### src/ufc_pkg.sv
// Purpose: Constants for the serial port queue and line control block
// Assumes: 40 MHz system clock, AXI4-Lite register access, 8N1 framing
// Notes: Register offsets are byte addresses on the 32-bit bus
// How it works
// - Queue control is write-only and shares its address with read-only interrupt ident.
// - Queue control bits 7:6 pick receive trigger level 1, 4, 8 or 14.
// - Writing 1 to bit 2 zeroes transmit queue counters, shifter kept; self-clearing.
// - Writing 1 to bit 1 zeroes receive queue counters, shifter kept; self-clearing.
// - Bit 0 set enables both queues; clearing it discards all queued bytes.
// - Any switch between queue mode and single-byte mode empties both queues.
// - Other queue control fields change only on writes that also carry bit 0 set.
// - Line format register reads back what software wrote.
// - Line format bit 7 set routes shared addresses to the divisor latches.
// - Line format bit 7 clear routes them to receive, transmit and irq enable.
// - Line format bit 6 set holds serial output low for a break.
// - Break bit only forces the output pin level, nothing else.
// - Transmitter keeps shifting internally while break forces the pin.
// - Interrupt ident bits 7:6 read as ones while queue mode is on.
// - Data-available interrupt follows receive fill against the trigger level in queue mode, against one byte in single-byte mode.
package ufc_pkg;
  localparam int CLK_PERIOD_NS = 25;
  localparam int QUEUE_DEPTH = 16;
  localparam int ADDR_W = 8;
  localparam logic [7:0] OFS_DATA = 8'h00;
  localparam logic [7:0] OFS_IRQ_EN = 8'h04;
  localparam logic [7:0] OFS_IDENT = 8'h08;
  localparam logic [7:0] OFS_LINE = 8'h0c;
  localparam logic [7:0] OFS_STATUS = 8'h10;
  localparam logic [7:0] OFS_MASK = 8'h14;
  localparam int QC_EN = 0;
  localparam int QC_RX_RST = 1;
  localparam int QC_TX_RST = 2;
  localparam int QC_TRIG_LO = 6;
  localparam int LF_BREAK = 6;
  localparam int LF_DIV_ACCESS = 7;
  localparam int IE_RX = 0;
  localparam int IE_TX = 1;
  localparam logic [4:0] TRIG_L0 = 5'h01;
  localparam logic [4:0] TRIG_L1 = 5'h04;
  localparam logic [4:0] TRIG_L2 = 5'h08;
  localparam logic [4:0] TRIG_L3 = 5'h0e;
  localparam logic [2:0] ID_NONE = 3'h0;
  localparam logic [2:0] ID_RX_AVAIL = 3'h2;
  localparam logic [2:0] ID_TX_EMPTY = 3'h1;
  localparam int ST_RX_TRIG = 0;
  localparam int ST_TX_EMPTY = 1;
  localparam int ST_RX_OVR = 2;
  localparam int ST_W = 3;
  localparam logic [1:0] RESP_OKAY = 2'h0;
  localparam logic [1:0] RESP_SLVERR = 2'h2;
  localparam int FRAME_BITS = 10;
  localparam int DATA_BITS = 8;
  typedef enum logic [2:0] {SEL_DATA, SEL_IRQ_EN, SEL_IDENT, SEL_LINE, SEL_STATUS, SEL_MASK,
    SEL_NONE} ufc_sel_t;
endpackage : ufc_pkg

### src/ufc_queue.sv
// Purpose: Byte queue built from flip-flops
// Assumes: Push ignored when full, pop ignored when empty
// Notes: Flush only zeroes pointers and count, contents stay
`timescale 1ns/100ps
module ufc_queue #(
  parameter int WIDTH = 8,
  parameter int DEPTH = 16
) (
  input wire logic clk_i,
  input wire logic rst_n_i,
  input wire logic flush_i,
  input wire logic push_i,
  input wire logic [WIDTH-1:0] data_i,
  input wire logic pop_i,
  output logic [WIDTH-1:0] data_o,
  output logic [$clog2(DEPTH):0] count_o,
  output logic full_o,
  output logic empty_o
);
  localparam int AW = $clog2(DEPTH);
  typedef struct packed {
    logic [DEPTH-1:0][WIDTH-1:0] mem;
    logic [AW-1:0] rd;
    logic [AW-1:0] wr;
    logic [AW:0] cnt;
  } ufc_queue_st_t;
  ufc_queue_st_t q;
  ufc_queue_st_t next_q;
  logic do_push;
  logic do_pop;

  always_comb begin
    next_q = q;
    do_push = push_i && !full_o;
    do_pop = pop_i && !empty_o;
    if (do_push) begin
      next_q.mem[q.wr] = data_i;
      next_q.wr = q.wr + AW'(1);
    end
    if (do_pop) begin
      next_q.rd = q.rd + AW'(1);
    end
    next_q.cnt = q.cnt + (AW+1)'(do_push) - (AW+1)'(do_pop);
    if (flush_i) begin
      next_q.rd = '0;
      next_q.wr = '0;
      next_q.cnt = '0;
    end
  end

  always_ff @(posedge clk_i or negedge rst_n_i) begin
    if (!rst_n_i) begin
      q <= '0;
    end else begin
      q <= next_q;
    end
  end

  assign data_o = q.mem[q.rd];
  assign count_o = q.cnt;
  assign full_o = (q.cnt == (AW+1)'(DEPTH));
  assign empty_o = (q.cnt == '0);
endmodule : ufc_queue

### src/ufc_top.sv
// Purpose: Serial port queue control, line format and break, AXI4-Lite slave
// Assumes: Bus inputs share SYS_CLK_I; serial input is asynchronous
// Notes: Fixed 8N1 framing, one bit per divisor count, no oversampling
//
// The AXI4-Lite register port was chosen for this implementation.
`timescale 1ns/100ps
module ufc_top #(
  parameter int DEPTH = ufc_pkg::QUEUE_DEPTH
) (
  input wire logic SYS_CLK_I,
  input wire logic NRST_I,
  input wire logic [ufc_pkg::ADDR_W-1:0] S_AXI_AWADDR_I,
  input wire logic S_AXI_AWVALID_I,
  output logic S_AXI_AWREADY_O,
  input wire logic [31:0] S_AXI_WDATA_I,
  input wire logic [3:0] S_AXI_WSTRB_I,
  input wire logic S_AXI_WVALID_I,
  output logic S_AXI_WREADY_O,
  output logic [1:0] S_AXI_BRESP_O,
  output logic S_AXI_BVALID_O,
  input wire logic S_AXI_BREADY_I,
  input wire logic [ufc_pkg::ADDR_W-1:0] S_AXI_ARADDR_I,
  input wire logic S_AXI_ARVALID_I,
  output logic S_AXI_ARREADY_O,
  output logic [31:0] S_AXI_RDATA_O,
  output logic [1:0] S_AXI_RRESP_O,
  output logic S_AXI_RVALID_O,
  input wire logic S_AXI_RREADY_I,
  input wire logic SERIAL_IN_PIN_I,
  output logic SERIAL_OUT_PIN_O,
  output logic IRQ_O
);
  localparam int CW = $clog2(DEPTH) + 1;
  typedef enum logic [1:0] {TX_IDLE, TX_SHIFT} ufc_tx_t;
  typedef enum logic [1:0] {RX_IDLE, RX_BITS} ufc_rx_t;
  typedef struct packed {
    logic awready;
    logic wready;
    logic aw_held;
    logic w_held;
    logic [ufc_pkg::ADDR_W-1:0] aw_addr;
    logic [31:0] w_data;
    logic [3:0] w_strb;
    logic bvalid;
    logic [1:0] bresp;
    logic arready;
    logic rvalid;
    logic [31:0] rdata;
    logic [1:0] rresp;
    logic queue_enable_bit;
    logic [1:0] trig_sel;
    logic [7:0] line_format_reg;
    logic [3:0] irq_enable_reg;
    logic [7:0] div_lo;
    logic [7:0] div_hi;
    logic [ufc_pkg::ST_W-1:0] status;
    logic [ufc_pkg::ST_W-1:0] mask;
    logic rx_level_d;
    logic tx_empty_d;
    ufc_tx_t tx_st;
    logic [ufc_pkg::FRAME_BITS-1:0] tx_sh;
    logic [3:0] tx_bits;
    logic [15:0] tx_bcnt;
    ufc_rx_t rx_st;
    logic [7:0] rx_sh;
    logic [3:0] rx_bits;
    logic [15:0] rx_bcnt;
    logic rx_s1;
    logic rx_s2;
    logic ser_out;
    logic irq;
  } ufc_st_t;
  ufc_st_t q;
  ufc_st_t next_q;

  logic tx_push, tx_pop, tx_flush, tx_full, tx_empty;
  logic rx_push, rx_pop, rx_flush, rx_full, rx_empty;
  logic [7:0] tx_data, rx_data;
  logic [CW-1:0] tx_cnt, rx_cnt;
  logic [CW-1:0] trig;
  logic rx_level, wr_fire, rd_fire;
  logic [2:0] ident;
  logic [7:0] ident_reg;
  logic [15:0] div_eff;
  logic [ufc_pkg::ST_W-1:0] ev;
  logic [7:0] wd;
  ufc_pkg::ufc_sel_t wsel, rsel;

  function automatic ufc_pkg::ufc_sel_t reg_sel(input logic [ufc_pkg::ADDR_W-1:0] a);
    case (a)
      ufc_pkg::OFS_DATA: reg_sel = ufc_pkg::SEL_DATA;
      ufc_pkg::OFS_IRQ_EN: reg_sel = ufc_pkg::SEL_IRQ_EN;
      ufc_pkg::OFS_IDENT: reg_sel = ufc_pkg::SEL_IDENT;
      ufc_pkg::OFS_LINE: reg_sel = ufc_pkg::SEL_LINE;
      ufc_pkg::OFS_STATUS: reg_sel = ufc_pkg::SEL_STATUS;
      ufc_pkg::OFS_MASK: reg_sel = ufc_pkg::SEL_MASK;
      default: reg_sel = ufc_pkg::SEL_NONE;
    endcase
  endfunction : reg_sel

  ufc_queue #(.WIDTH(8), .DEPTH(DEPTH)) u_txq (
    .clk_i(SYS_CLK_I), .rst_n_i(NRST_I), .flush_i(tx_flush), .push_i(tx_push),
    .data_i(q.w_data[7:0]), .pop_i(tx_pop), .data_o(tx_data), .count_o(tx_cnt),
    .full_o(tx_full), .empty_o(tx_empty)
  );
  ufc_queue #(.WIDTH(8), .DEPTH(DEPTH)) u_rxq (
    .clk_i(SYS_CLK_I), .rst_n_i(NRST_I), .flush_i(rx_flush), .push_i(rx_push),
    .data_i(q.rx_sh), .pop_i(rx_pop), .data_o(rx_data), .count_o(rx_cnt),
    .full_o(rx_full), .empty_o(rx_empty)
  );

  always_comb begin
    next_q = q;
    tx_push = 1'b0;
    tx_pop = 1'b0;
    rx_push = 1'b0;
    rx_pop = 1'b0;
    tx_flush = 1'b0;
    rx_flush = 1'b0;
    ev = '0;
    wd = q.w_data[7:0];
    wsel = reg_sel(q.aw_addr);
    rsel = reg_sel(S_AXI_ARADDR_I);
    case (q.trig_sel)
      2'b00: trig = CW'(ufc_pkg::TRIG_L0);
      2'b01: trig = CW'(ufc_pkg::TRIG_L1);
      2'b10: trig = CW'(ufc_pkg::TRIG_L2);
      default: trig = CW'(ufc_pkg::TRIG_L3);
    endcase
    // Single-byte mode behaves as a queue of depth one
    rx_level = q.queue_enable_bit ? (rx_cnt >= trig) : !rx_empty;
    if (rx_level && q.irq_enable_reg[ufc_pkg::IE_RX]) begin
      ident = ufc_pkg::ID_RX_AVAIL;
    end else if (tx_empty && q.irq_enable_reg[ufc_pkg::IE_TX]) begin
      ident = ufc_pkg::ID_TX_EMPTY;
    end else begin
      ident = ufc_pkg::ID_NONE;
    end
    ident_reg = {{2{q.queue_enable_bit}}, 2'b00, ident, ident == ufc_pkg::ID_NONE};
    div_eff = ({q.div_hi, q.div_lo} == 16'h0000) ? 16'h0001 : {q.div_hi, q.div_lo};
    // Write channel: address and data taken in either order
    if (S_AXI_AWVALID_I && q.awready) begin
      next_q.aw_held = 1'b1;
      next_q.aw_addr = S_AXI_AWADDR_I;
    end
    if (S_AXI_WVALID_I && q.wready) begin
      next_q.w_held = 1'b1;
      next_q.w_data = S_AXI_WDATA_I;
      next_q.w_strb = S_AXI_WSTRB_I;
    end
    if (q.bvalid && S_AXI_BREADY_I) begin
      next_q.bvalid = 1'b0;
    end
    wr_fire = q.aw_held && q.w_held && !q.bvalid;
    if (wr_fire) begin
      next_q.aw_held = 1'b0;
      next_q.w_held = 1'b0;
      next_q.bvalid = 1'b1;
      next_q.bresp = (wsel == ufc_pkg::SEL_NONE) ? ufc_pkg::RESP_SLVERR : ufc_pkg::RESP_OKAY;
      if (q.w_strb[0]) begin
        case (wsel)
          ufc_pkg::SEL_DATA: begin
            if (q.line_format_reg[ufc_pkg::LF_DIV_ACCESS]) begin
              next_q.div_lo = wd;
            end else begin
              tx_push = q.queue_enable_bit ? 1'b1 : tx_empty;
            end
          end
          ufc_pkg::SEL_IRQ_EN: begin
            if (q.line_format_reg[ufc_pkg::LF_DIV_ACCESS]) begin
              next_q.div_hi = wd;
            end else begin
              next_q.irq_enable_reg = wd[3:0];
            end
          end
          ufc_pkg::SEL_IDENT: begin
            // Bits 5:3 carry no function
            if (wd[ufc_pkg::QC_EN]) begin
              next_q.queue_enable_bit = 1'b1;
              next_q.trig_sel = wd[ufc_pkg::QC_TRIG_LO +: 2];
              tx_flush = wd[ufc_pkg::QC_TX_RST];
              rx_flush = wd[ufc_pkg::QC_RX_RST];
            end else begin
              next_q.queue_enable_bit = 1'b0;
            end
            if (!wd[ufc_pkg::QC_EN] || (next_q.queue_enable_bit != q.queue_enable_bit)) begin
              tx_flush = 1'b1;
              rx_flush = 1'b1;
            end
          end
          ufc_pkg::SEL_LINE: next_q.line_format_reg = wd;
          ufc_pkg::SEL_MASK: next_q.mask = wd[ufc_pkg::ST_W-1:0];
          default: ;
        endcase
      end
    end
    next_q.awready = !next_q.aw_held && !next_q.bvalid;
    next_q.wready = !next_q.w_held && !next_q.bvalid;
    // Read channel: one outstanding read, data captured at acceptance
    if (q.rvalid && S_AXI_RREADY_I) begin
      next_q.rvalid = 1'b0;
    end
    rd_fire = S_AXI_ARVALID_I && q.arready;
    if (rd_fire) begin
      next_q.rvalid = 1'b1;
      next_q.rresp = (rsel == ufc_pkg::SEL_NONE) ? ufc_pkg::RESP_SLVERR : ufc_pkg::RESP_OKAY;
      next_q.rdata = '0;
      case (rsel)
        ufc_pkg::SEL_DATA: begin
          if (q.line_format_reg[ufc_pkg::LF_DIV_ACCESS]) begin
            next_q.rdata[7:0] = q.div_lo;
          end else begin
            next_q.rdata[7:0] = rx_empty ? 8'h00 : rx_data;
            rx_pop = 1'b1;
          end
        end
        ufc_pkg::SEL_IRQ_EN: begin
          next_q.rdata[7:0] = q.line_format_reg[ufc_pkg::LF_DIV_ACCESS] ? q.div_hi
            : {4'h0, q.irq_enable_reg};
        end
        ufc_pkg::SEL_IDENT: next_q.rdata[7:0] = ident_reg;
        ufc_pkg::SEL_LINE: next_q.rdata[7:0] = q.line_format_reg;
        ufc_pkg::SEL_STATUS: next_q.rdata[ufc_pkg::ST_W-1:0] = q.status;
        ufc_pkg::SEL_MASK: next_q.rdata[ufc_pkg::ST_W-1:0] = q.mask;
        default: ;
      endcase
    end
    next_q.arready = !next_q.rvalid;
    // Transmitter shifts regardless of break
    case (q.tx_st)
      TX_IDLE: begin
        if (!tx_empty) begin
          tx_pop = 1'b1;
          next_q.tx_sh = {1'b1, tx_data, 1'b0};
          next_q.tx_bits = 4'(ufc_pkg::FRAME_BITS);
          next_q.tx_bcnt = '0;
          next_q.tx_st = TX_SHIFT;
        end
      end
      TX_SHIFT: begin
        if (q.tx_bcnt >= div_eff - 16'h0001) begin
          next_q.tx_bcnt = '0;
          next_q.tx_sh = {1'b1, q.tx_sh[ufc_pkg::FRAME_BITS-1:1]};
          next_q.tx_bits = q.tx_bits - 4'h1;
          if (q.tx_bits == 4'h1) begin
            next_q.tx_st = TX_IDLE;
          end
        end else begin
          next_q.tx_bcnt = q.tx_bcnt + 16'h0001;
        end
      end
      default: next_q.tx_st = TX_IDLE;
    endcase
    // Break only forces the pin
    next_q.ser_out = q.line_format_reg[ufc_pkg::LF_BREAK] ? 1'b0
      : ((q.tx_st == TX_SHIFT) ? q.tx_sh[0] : 1'b1);
    // Receiver: first sync stage feeds only the second
    next_q.rx_s1 = SERIAL_IN_PIN_I;
    next_q.rx_s2 = q.rx_s1;
    case (q.rx_st)
      RX_IDLE: begin
        if (!q.rx_s2) begin
          next_q.rx_bcnt = div_eff >> 1;
          next_q.rx_bits = '0;
          next_q.rx_st = RX_BITS;
        end
      end
      RX_BITS: begin
        if (q.rx_bcnt == 16'h0000) begin
          next_q.rx_bcnt = div_eff - 16'h0001;
          next_q.rx_bits = q.rx_bits + 4'h1;
          if (q.rx_bits == 4'h0) begin
            // Glitch on the start bit aborts the frame
            if (q.rx_s2) begin
              next_q.rx_st = RX_IDLE;
            end
          end else if (q.rx_bits <= 4'(ufc_pkg::DATA_BITS)) begin
            next_q.rx_sh = {q.rx_s2, q.rx_sh[7:1]};
          end else begin
            next_q.rx_st = RX_IDLE;
            if (q.queue_enable_bit ? rx_full : !rx_empty) begin
              ev[ufc_pkg::ST_RX_OVR] = 1'b1;
            end else begin
              rx_push = 1'b1;
            end
          end
        end else begin
          next_q.rx_bcnt = q.rx_bcnt - 16'h0001;
        end
      end
      default: next_q.rx_st = RX_IDLE;
    endcase
    // Sticky events; a new event beats a same-cycle clear
    next_q.rx_level_d = rx_level;
    next_q.tx_empty_d = tx_empty;
    ev[ufc_pkg::ST_RX_TRIG] = rx_level && !q.rx_level_d;
    ev[ufc_pkg::ST_TX_EMPTY] = tx_empty && !q.tx_empty_d;
    next_q.status = q.status;
    if (wr_fire && wsel == ufc_pkg::SEL_STATUS && q.w_strb[0]) begin
      next_q.status = q.status & ~wd[ufc_pkg::ST_W-1:0];
    end
    next_q.status = next_q.status | ev;
    next_q.irq = |(next_q.status & next_q.mask);
  end

  always_ff @(posedge SYS_CLK_I or negedge NRST_I) begin
    if (!NRST_I) begin
      q <= '0;
      q.ser_out <= 1'b1;
      q.rx_s1 <= 1'b1;
      q.rx_s2 <= 1'b1;
      q.tx_empty_d <= 1'b1;
    end else begin
      q <= next_q;
    end
  end

  assign S_AXI_AWREADY_O = q.awready;
  assign S_AXI_WREADY_O = q.wready;
  assign S_AXI_BVALID_O = q.bvalid;
  assign S_AXI_BRESP_O = q.bresp;
  assign S_AXI_ARREADY_O = q.arready;
  assign S_AXI_RVALID_O = q.rvalid;
  assign S_AXI_RDATA_O = q.rdata;
  assign S_AXI_RRESP_O = q.rresp;
  assign SERIAL_OUT_PIN_O = q.ser_out;
  assign IRQ_O = q.irq;
endmodule : ufc_top

### config.mk
export PLATFORM = sky130hd
export DESIGN_NAME = ufc_top
export DESIGN_NICKNAME = d
export VERILOG_FILES = /design/src/ufc_pkg.sv /design/src/ufc_queue.sv /design/src/ufc_top.sv
export SDC_FILE = /design/constraint.sdc
export NUM_CORES = 1
export LEC_CHECK = 0
export BUFFER_PORTS_ARGS = -buffer_cell sky130_fd_sc_hd__buf_2
export CORE_AREA = 2 2 197 199
export CTS_CLUSTER_SIZE = 10
export DETAILED_ROUTE_END_ITERATION = 10
export DIE_AREA = 0 0 199 201
export PLACE_DENSITY = 0.69
export SYNTH_ARGS = -nofsm -noshare
export SYNTH_HDL_FRONTEND = slang
export SYNTH_SLANG_ARGS = --single-unit
### constraint.sdc
create_clock -name SYS_CLK_I -period 8.4 [get_ports SYS_CLK_I]
set_input_delay 1.26 -clock SYS_CLK_I [delete_from_list [all_inputs] [get_ports SYS_CLK_I]]
set_output_delay 1.26 -clock SYS_CLK_I [all_outputs]
set_load 0.02 [all_outputs]
==> impl_metrics.csv, run 1 <==
group,metric,value,unit
status,run_status,"completed",
global_route,antenna_found_initial,2,
synth,netlist_area,20980,um^2
worst_setup_path,reg2regPathDepth,17,
synth,ys_seq_elements,419,
timing,finalCritPeriodShare,62.32,%
synth,yosysTopAreaCell,"dfrtp_1",
timing,skew,13.50,ps
power,sequentialPowerShare,47.6,%
worst_setup_path,r2r_start,"q[87]$_DFFE_PN0P_",
clock_network,cts_max_level,2,
routing,vias,12970,
power,ir_drop,0.2248,mV
power,combPwrFrac,16.8,%
synth,ys.flop_type,"dfrtp_1",
power,p_sw_share,30.49,%
power,internal_power,3.753,mW
worst_setup_path,crit_type,"reg -> reg",
power,p_per_area,236.6,nW/um^2
global_route,grt_use_met1,36.17,%
synth,synth_edf_count,0,
synth,syn-instance-count,1619,
cells_and_area,reg.largest.list,"u_rxq.q: 136 flops, u_txq.q: 136 flops, q: 118 flops",
timing,setup_viol,0,
synth,synthArstFlopShare,100.0,%
clock_network,cts_sinks,419,
routing,dr.first_iter.drc_count,748,
job,cap_violations,0,
worst_setup_path,critPathLaunchType,"flip-flop",
place,hpwl,30420,um
timing,min_period,5235,ps
die,rows,72,
clock_network,cts_resized,0,
place,post-place-ws,2713,ps
global_route,grtUsageMet3,3.814,%
routing,antenna_left,0,
timing,drv_slew,0,
worst_setup_path,crit_fanout,18,
worst_setup_path,worstSetupEndpointType,"flip-flop",
die,die-width,199,um
hold_path,hp-start,"next_q[2]$_DFF_PN1_",
synth,synth_top_area_share,49.51,%
timing,hold_viol,0,
timing,worstMarginPinSlew,1129,ps
clock_network,ctsRootBufferMaster,"clkbuf_16",
worst_setup_path,required,8900,ps
die,core_region_area,38110,um^2
routing,drcViolationCount,0,
power,p_switching,1.646,mW
clock_network,cts_tree,"yes",
synth,synth_area_per_cell,12.96,um^2
timing,rsz0062_at_grt,"no",
clock_network,clkTransAtPathRegs,60,ps
timing,fin_ws,3165,ps
power,p_leak,10.92,nW
global_route,grt_max_degree,161,
synth,synth_cell_types,84,
clock_network,clk_latency,590,ps
routing,wl_per_cell,20.98,um
hold_path,hold_path_class,"reg -> reg",
cells_and_area,seqCellArea,10490,um^2
worst_setup_path,cp-startpoint,"q[87]$_DFFE_PN0P_",
die,die_h,201,um
timing,fmax,191.0,MHz
routing,routed_wl,45410,um
global_route,use_met2,35.19,%
cells_and_area,layout_commonest_cell,"dfrtp_1",
clock_network,cts_hold_buf,0,
cells_and_area,drive_gt1_share,32.79,%
global_route,track_usage,23.78,%
global_route,gr-total-overflow,0,
synth,synthTopCellsByArea,"dfrtp_1, mux2_2, mux4_2",
cells_and_area,areaGrowthSynthToFinish,8.780,%
timing,relSlewSlack,24.51,%
routing,firstDrtPassIters,6,
place,place.gp.congestion,0.8447,
die,die_area,40000,um^2
global_route,gr-max-usage-layer,"met1",
cells_and_area,utilization,59.88,%
timing,fin_tns_setup,0,ps
global_route,grt_pass1_vias,13240,
die,pin_count,103,
clock_network,max-clock-path-buffers,3,
clock_network,cts_setup_buffers,0,
clock_network,cts_made_buffers,49,
power,clockPowerShare,35.6,%
cells_and_area,final_cell_mix,"dfrtp_1, mux2_2, nand2_1",
place,io_buffers,49,
hold_path,hold_depth,0,
routing,avgViaCountPerCell,5.993,
global_route,grt_pass1_wl,73890,um
synth,yosys_warnings,0,
synth,yosysSeqAreaShare,50.01,%
cells_and_area,nNetsFinal,1735,
worst_setup_path,cp.arrival,5740,ps
cells_and_area,num-fill-cells,2995,
die,initial_core_util,55.05,%
cells_and_area,multi_input_area,9746,um^2
synthesized netlist by cell type, types with 4 or more instances:
library cell    n
dfrtp_1       415
o21ai_0        45
and3_1         10
ha_1           50
or4_1           5
buf_2          14
mux2_2        305
buf_1           7
nand2b_1        5
nor3b_1         5
nor2_1         65
nor2b_1        10
clkbuf_1       68
and2_1          4
mux2i_1        24
a22oi_1         7
dfstp_2         4
nand3b_1        4
a22o_1          9
xnor2_1        18
buf_4          39
a21oi_1        50
a31oi_1        13
nand2_1       104
mux4_2         79
or3_1          12
inv_1          43
nand3_1        16
o21a_1          4
nor4_1         10
or2_2           5
a221o_1        10
mux2_1         12
and4b_1         4
nand4_1        12
nand2_2         4
a211oi_1       10
a21o_1          9
nor3_1         19
xor2_1         22
per-layer routing:
metal	wire, um	share of wire, %	vias to the layer above
met4	1040	2.3	0
met2	20600	45	227
met3	1936	4.3	66
li1	-	-	5858
met1	21830	48	6817
met5	0	0	-
worst max-delay path, cell delays in order, from the launching register on:
cell	delay, ps
dfrtp_1	470
or3_1	480
or4_1	420
nor3_1	350
nor2_1	140
ha_1	230
or3b_2	260
nor2_1	100
nand3b_1	110
xor2_1	300
ha_1	310
nor2b_1	130
o21ai_0	180
o2111ai_1	430
nor2_1	650
buf_4	330
o21ai_0	110
a31oi_1	170
final timing paths:
check / endpoint / slack (ps)
worst max-delay path: q[39]$_DFFE_PN0P_ / 3170
worst min-delay path: q[2]$_DFF_PN1_ / 360
worst max register to register: q[39]$_DFFE_PN0P_ / 3170
worst min register to register: q[2]$_DFF_PN1_ / 360
max in group asynchronous: u_rxq.q[53]$_DFFE_PN0P_ / 6310
min in group asynchronous: u_txq.q[27]$_DFFE_PN0P_ / 700
power groups by stage:
stage,Clock (mW),Sequential (mW),Combinational [mW]
after detailed placement,0,2.60,0.914
after global placement,0,2.59,0.888
after global routing,2.05,2.62,1.02
after CTS,1.96,2.57,0.919
after floorplan,0,2.38,0.826
final,1.92,2.57,0.907
cell families after synthesis:
group                      Yosys count  synth area share (%)
muxes                              420                 26.64
DFF                                419                 50.01
and+or+nand+nor                    327                 8.709
AOI/OAI and AO/OA                  186                 5.768
buffers and inverters              174                 4.008
adders and majority gates           52                 3.173
xor gates and xnor gates            40                 1.670
other                                1               0.01788
final cells by class:
type                            count  share of cell area [%]
Sequential cell                   419                   45.98
Multi-Input combinational cell   1051                   42.71
Clock buffer                       69                   6.015
Tap cell                          518                   2.840
Clock inverter                      3                  0.1810
Antenna cell                        2                 0.02193
Timing Repair Buffer               58                   1.524
Inverter                           44                  0.7238
per-stage QoR:
stage | cell area (um^2) | hold WS, ps | power (mW) | instances
floorplan | 21070 | 345.2 | 3.207 | 1644
global placement | 21400 | 360.6 | 3.479 | 2090
detailed placement | 21400 | 359.5 | 3.518 | 2090
CTS | 22810 | 367.5 | 5.454 | 2162
global route | 22820 | 370.1 | 5.687 | 2164
finish | 22820 | 364.1 | 5.398 | 2164
(Power assumes the default switching activity.)
==> inputs of run 2 (changes only) <==
==> constraint.sdc (replaced) <==
create_clock -name SYS_CLK_I -period 4.95 [get_ports SYS_CLK_I]
set_input_delay 0.7425 -clock SYS_CLK_I [delete_from_list [all_inputs] [get_ports SYS_CLK_I]]
set_output_delay 0.7425 -clock SYS_CLK_I [all_outputs]
set_load 0.02 [all_outputs]
==> impl_metrics.csv, run 2 (same netlist as run 1, synthesis figures left out) <==
group,metric,value,unit
cells_and_area,multi_input_area,9747,um^2
place,post_dp_cell_area,21500,um^2
die,core_region_area,38110,um^2
global_route,grt_max_degree,120,
timing,fmax,219.3,MHz
routing,firstDrtPassIters,5,
job,cap_violations,0,
clock_network,clk_latency,580,ps
timing,drv_slew,0,
die,die_area,40000,um^2
worst_setup_path,r2r_start,"q[74]$_DFFE_PN0P_",
power,ir_drop,0.3326,mV
worst_setup_path,required,5370,ps
place,io_buffers,49,
global_route,grt_pass1_vias,13150,
die,rows,72,
timing,min_period,4560,ps
cells_and_area,drive_gt1_share,33.13,%
die,initial_core_util,55.05,%
global_route,grt_pass1_wl,74550,um
global_route,antenna_found_initial,2,
power,p_per_area,395.6,nW/um^2
timing,skew,11.31,ps
cells_and_area,num-fill-cells,2978,
global_route,gr-total-overflow,0,
clock_network,cts_tree,"yes",
routing,antenna_left,0,
timing,fin_tns_setup,0,ps
routing,routed_wl,46070,um
clock_network,max-clock-path-buffers,3,
global_route,track_usage,24.01,%
worst_setup_path,cp.arrival,4980,ps
place,place.gp.congestion,0.8360,
place,hpwl,31180,um
routing,avgViaCountPerCell,6.021,
clock_network,ctsRootBufferMaster,"clkbuf_16",
timing,rsz0062_at_grt,"no",
cells_and_area,reg.largest.list,"u_rxq.q: 136 flops, u_txq.q: 136 flops, q: 118 flops",
hold_path,hold_path_class,"in -> async",
clock_network,clkTransAtPathRegs,60,ps
die,die-width,199,um
clock_network,cts_resized,0,
cells_and_area,design_area,22820,um^2
routing,drcViolationCount,0,
die,die_h,201,um
clock_network,cts_setup_buffers,0,
die,pin_count,103,
worst_setup_path,cp-startpoint,"q[74]$_DFFE_PN0P_",
routing,dr.first_iter.drc_count,898,
power,p_leak,10.94,nW
worst_setup_path,critPathLaunchType,"flip-flop",
cells_and_area,final_cell_mix,"dfrtp_1, mux2_2, nand2_1",
timing,relSlewSlack,24.50,%
timing,setup_viol,0,
timing,holdWs,236.7,ps
timing,hold_viol,0,
cells_and_area,areaGrowthSynthToFinish,8.780,%
timing,worstMarginPinSlew,1133,ps
worst_setup_path,crit_fanout,12,
clock_network,cts_hold_buf,0,
cells_and_area,nNetsFinal,1748,
clock_network,cts_sinks,419,
routing,wl_per_cell,21.18,um
cells_and_area,utilization,59.88,%
timing,finalCritPeriodShare,92.12,%
cells_and_area,seqCellArea,10490,um^2
worst_setup_path,worstSetupEndpointType,"flip-flop",
cells_and_area,layout_commonest_cell,"dfrtp_1",
clock_network,cts_max_level,2,
status,run_status,"completed",
clock_network,cts_made_buffers,48,
routing,vias,13100,
worst_setup_path,crit_type,"reg -> reg",
[run 2: changes by cell type in the layout (fill, tap and decap cells not counted), moves of 2 or more]
cell       delta
buf_4        +14
clkbuf_1      +2
clkbuf_16     -2
clkbuf_8      -4
[run 2: area by class of cell]
type                            instances  area share, %
Clock buffer                           65          5.588
Sequential cell                       419          45.98
Clock inverter                          3         0.1316
Antenna cell                            3        0.03290
Tap cell                              518          2.840
Timing Repair Buffer                   72          1.985
Multi-Input combinational cell       1051          42.72
Inverter                               44         0.7238
[run 2: final timing paths]
check	to	slack (ps)	cells past startpoint
setup / recovery	q[64]$_DFFE_PN0P_	390	17
hold / removal	u_txq.q[27]$_DFFE_PN0P_	240	1
setup reg to reg	q[64]$_DFFE_PN0P_	390	17
hold reg to reg	q[2]$_DFF_PN1_	360	0
max in group asynchronous	u_txq.q[105]$_DFFE_PN0P_	3490	2
min in group SYS_CLK_I	next_q[2]$_DFF_PN1_	270	1
[run 2: where the power goes]
| group | internal [mW] | switching, mW | total (mW) |
|---|---|---|---|
| registers | 3.74 | 0.717 | 4.45 |
| clock network | 1.77 | 1.34 | 3.11 |
| logic | 0.736 | 0.726 | 1.46 |
| total | 6.24 | 2.79 | 9.03 |
[run 2: critical path, stage by stage, from the launching register on]
cell and delay [ps]:
dfrtp_1 480, or4_1 230, nand2b_1 160, nor3_1 70
nor2_1 300, ha_1 250, or3b_2 520, nor2_1 200
nand3b_1 140, xor2_1 190, ha_1 300, nand4_1 110
or3_1 390, a211oi_1 220, buf_4 210, or2_2 210
and2_2 310, a31oi_1 120
[run 2: per-layer routing]
metal	wire (um)	track usage [%]	vias to the layer above
li1	-	-	5910
met1	22110	36.46	6830
met2	21050	35.89	291
met3	1980	4.099	65
met4	932	6.557	0
met5	0	0	-
[run 2: stage by stage]
step,std cells,setup WS [ps],power [mW]
after detailed placement,2104,294.6,5.981
after global routing,2173,54.65,9.486
after CTS,2172,276.6,9.112
after global placement,2104,383.1,5.917
final,2175,390.1,9.027
after floorplan,1644,452.2,5.443
==> inputs of run 3 (changes only) <==
--- a/config.mk
+++ b/config.mk
@@ -5,11 +5,12 @@
 export SDC_FILE = /design/constraint.sdc
 export NUM_CORES = 1
 export LEC_CHECK = 0
+export ABC_AREA = 1
 export BUFFER_PORTS_ARGS = -buffer_cell sky130_fd_sc_hd__buf_2
-export CORE_AREA = 2 2 197 199
+export CORE_AREA = 2 2 198 200
 export CTS_CLUSTER_SIZE = 10
 export DETAILED_ROUTE_END_ITERATION = 10
-export DIE_AREA = 0 0 199 201
+export DIE_AREA = 0 0 200 202
 export PLACE_DENSITY = 0.69
 export SYNTH_ARGS = -nofsm -noshare
 export SYNTH_HDL_FRONTEND = slang
==> impl_metrics.csv, run 3 <==
group,metric,value,unit
place,io_buffers,49,
global_route,grt_max_degree,128,
routing,dr.first_iter.drc_count,1656,
power,p_switching,3.436,mW
timing,rsz0062_at_grt,"no",
global_route,gr-max-usage-layer,"met2",
synth,synth_cell_types,41,
power,ir_drop,0.3833,mV
power,p_per_area,429.8,nW/um^2
cells_and_area,final_cell_mix,"nand2_1, o21ai_0, dfrtp_1",
cells_and_area,reg.largest.list,"u_rxq.q: 136 flops, u_txq.q: 136 flops, q: 118 flops",
synth,synthTopCellsByArea,"dfrtp_1, nand2_1, o21ai_0",
timing,holdWs,167.1,ps
synth,yosys_warnings,0,
global_route,grt_use_met1,40.06,%
cells_and_area,num-fill-cells,3459,
cells_and_area,areaGrowthSynthToFinish,8.030,%
global_route,grt_pass1_vias,17080,
place,post_dp_cell_area,21510,um^2
place,post-place-ws,653.5,ps
cells_and_area,multi_input_area,9170,um^2
global_route,gr-total-overflow,0,
synth,synth_area_per_cell,7.928,um^2
synth,ys.flop_type,"dfrtp_1",
die,die_h,202,um
clock_network,cts_tree,"yes",
timing,relSlewSlack,27.97,%
routing,wl_per_cell,17.58,um
routing,drcViolationCount,0,
global_route,track_usage,28.66,%
routing,antenna_left,0,
timing,skew,25.62,ps
clock_network,cts_made_buffers,48,
die,die-width,200,um
timing,setup_viol,0,
clock_network,cts_resized,0,
routing,firstDrtPassIters,6,
worst_setup_path,cp_common_cell,"nand2_1",
clock_network,max-clock-path-buffers,3,
worst_setup_path,path_cells,"nor2_1 > nand2_1 > nor4_1 > nand3_1 > nand2_1 > inv_1 > ha_1 > nand2_1 > nor2_1 > nand3_1 > nand3b_1 > xor2_1 > inv_1 > ha_1 > nand2_1 > nor2_1 > a21oi_1 > nand4_1 > nand2_1 > inv_1 > or2_2",
power,clockPowerShare,32.5,%
worst_setup_path,crit_fanout,12,
timing,min_period,4176,ps
synth,ys_seq_elements,419,
synth,synth_most_common_cell,"nand2_1",
clock_network,clkTransAtPathRegs,60,ps
worst_setup_path,critPathLaunchType,"flip-flop",
global_route,use_met2,46.17,%
place,place.gp.congestion,0.9075,
worst_setup_path,cpPeakStageDelay,440,ps
clock_network,clk_latency,590,ps
power,combPwrFrac,26.2,%
place,placed_cells_incl_taps,3119,
routing,avgViaCountPerCell,5.658,
worst_setup_path,crit_type,"reg -> reg",
timing,finalCritPeriodShare,84.37,%
worst_setup_path,cp.arrival,4630,ps
die,rows,72,
cells_and_area,seqCellArea,10490,um^2
clock_network,cts_setup_buffers,0,
timing,fin_tns_setup,0,ps
clock_network,cts_sinks,419,
die,initial_core_util,55.27,%
global_route,grtUsageMet3,3.704,%
synth,ys_top_cells_by_count,"nand2_1, o21ai_0, dfrtp_1",
cells_and_area,drive_gt1_share,5.346,%
cells_and_area,layout_commonest_cell,"nand2_1",
routing,routed_wl,56120,um
global_route,antenna_found_initial,1,
power,p_leak,10.88,nW
clock_network,cts_max_level,2,
timing,worstMarginPinSlew,1079,ps
synth,yosysSeqAreaShare,49.57,%
synth,netlist_area,21160,um^2
worst_setup_path,slowest_stage,"dfrtp_1",
clock_network,ctsRootBufferMaster,"clkbuf_16",
worst_setup_path,worstSetupEndpointType,"flip-flop",
clock_network,cts_hold_buf,0,
power,internal_power,6.390,mW
cells_and_area,layout.cells.non_filler,3193,
power,p_sw_share,34.96,%
synth,synth_edf_count,0,
synth,synth_top_area_share,49.08,%
routing,vias,18070,
status,run_status,"completed",
die,die_area,40400,um^2
global_route,grt_pass1_wl,91410,um
timing,hold_viol,0,
synth,yosysTopAreaCell,"dfrtp_1",
cells_and_area,num_antenna_cells,0,
timing,drv_slew,0,
job,cap_violations,0,
power,sequentialPowerShare,41.2,%
worst_setup_path,required,5400,ps
synth,syn-instance-count,2669,
synth,synthArstFlopShare,100.0,%
die,pin_count,103,
timing,fmax,239.4,MHz
hold_path,hold_path_class,"in -> async",
cells_and_area,design_area,22860,um^2
cells_and_area,nNetsFinal,2763,
timing,fin_ws,773.7,ps
die,core_region_area,38290,um^2
place,hpwl,37400,um
==> run 3: changes by cell type after synthesis, sizes merged, moves of 14 or more <==
cell    before  now
clkbuf      68  104
inv         44  196
mux2       317    0
mux2i       24    0
mux4        79    0
nand2      108  748
nand3       17  168
nor2        65  230
o21ai       45  455
o22ai        1   36
xnor2       18    4
xor2        22   40
==> run 3: power by group through the flow <==
stage	logic, mW	clock network (mW)	registers, mW
after floorplan	1.86	0	4.01
final	2.58	3.20	4.05
after detailed placement	2.56	0	4.10
after global placement	2.50	0	4.09
after global routing	2.91	3.38	4.10
after CTS	2.57	3.25	4.05
==> run 3: kinds of logic (layout without fill, tap and decap cells) <==
kind of cell | Yosys count | count (layout) | share of synthesized area (%)
AOI/OAI and AO/OA | 572 | 572 | 14.26
xor gates and xnor gates | 44 | 44 | 1.821
adders and majority gates | 52 | 52 | 3.146
buffers and inverters | 366 | 347 | 7.533
DFF | 419 | 419 | 49.57
other | 1 | 26 | 0.01772
and+or+nand+nor | 1215 | 1215 | 23.65
==> run 3: through the flow <==
step	utilization (%)	total power, mW
after floorplan	-	5.870
after global placement	56.18	6.588
after detailed placement	56.18	6.657
after CTS	59.71	9.861
after global routing	59.71	10.39
final	59.71	9.826
==> run 3: critical path, delay by kind of cell (launching register included) <==
kind,cells,cell delay (ps)
AO/OA/AOI/OAI,1,190
XOR/XNOR,1,250
AND/OR/NAND/NOR,14,2280
buffers and inverters,3,380
flip-flops,1,440
adder cells (fa/ha/maj),2,500
==> run 3: area by class of cell <==
cell class	instances	share of cell area [%]
well taps	518	2.835
multi-input cells	1909	40.11
flip-flops and latches	419	45.89
clock buffers	74	5.906
repair buffers	70	1.916
inverters	203	3.333
==> run 3: final timing paths <==
| path | from | endpoint | slack, ps | depth (start not counted) |
|---|---|---|---|---|
| min in group SYS_CLK_I | SERIAL_IN_PIN_I | next_q[2]$_DFF_PN1_ | 260 | 1 |
| worst max register to register | q[89]$_DFFE_PN0P_ | q[63]$_DFFE_PN0P_ | 770 | 21 |
| worst max-delay path | q[89]$_DFFE_PN0P_ | q[63]$_DFFE_PN0P_ | 770 | 21 |
| worst min-delay path | NRST_I | u_rxq.count_o[2]$_DFF_PN0_ | 170 | 1 |
| max in group asynchronous | NRST_I | u_txq.q[128]$_DFFE_PN0P_ | 3580 | 2 |
| worst min register to register | next_q[2]$_DFF_PN1_ | q[2]$_DFF_PN1_ | 410 | 0 |
==> run 3: per-layer routing <==
layer	part of all wire (%)	routed length [um]
met2	47	26240
met5	0	0
met1	44	24520
met3	6.6	3712
met4	2.9	1649
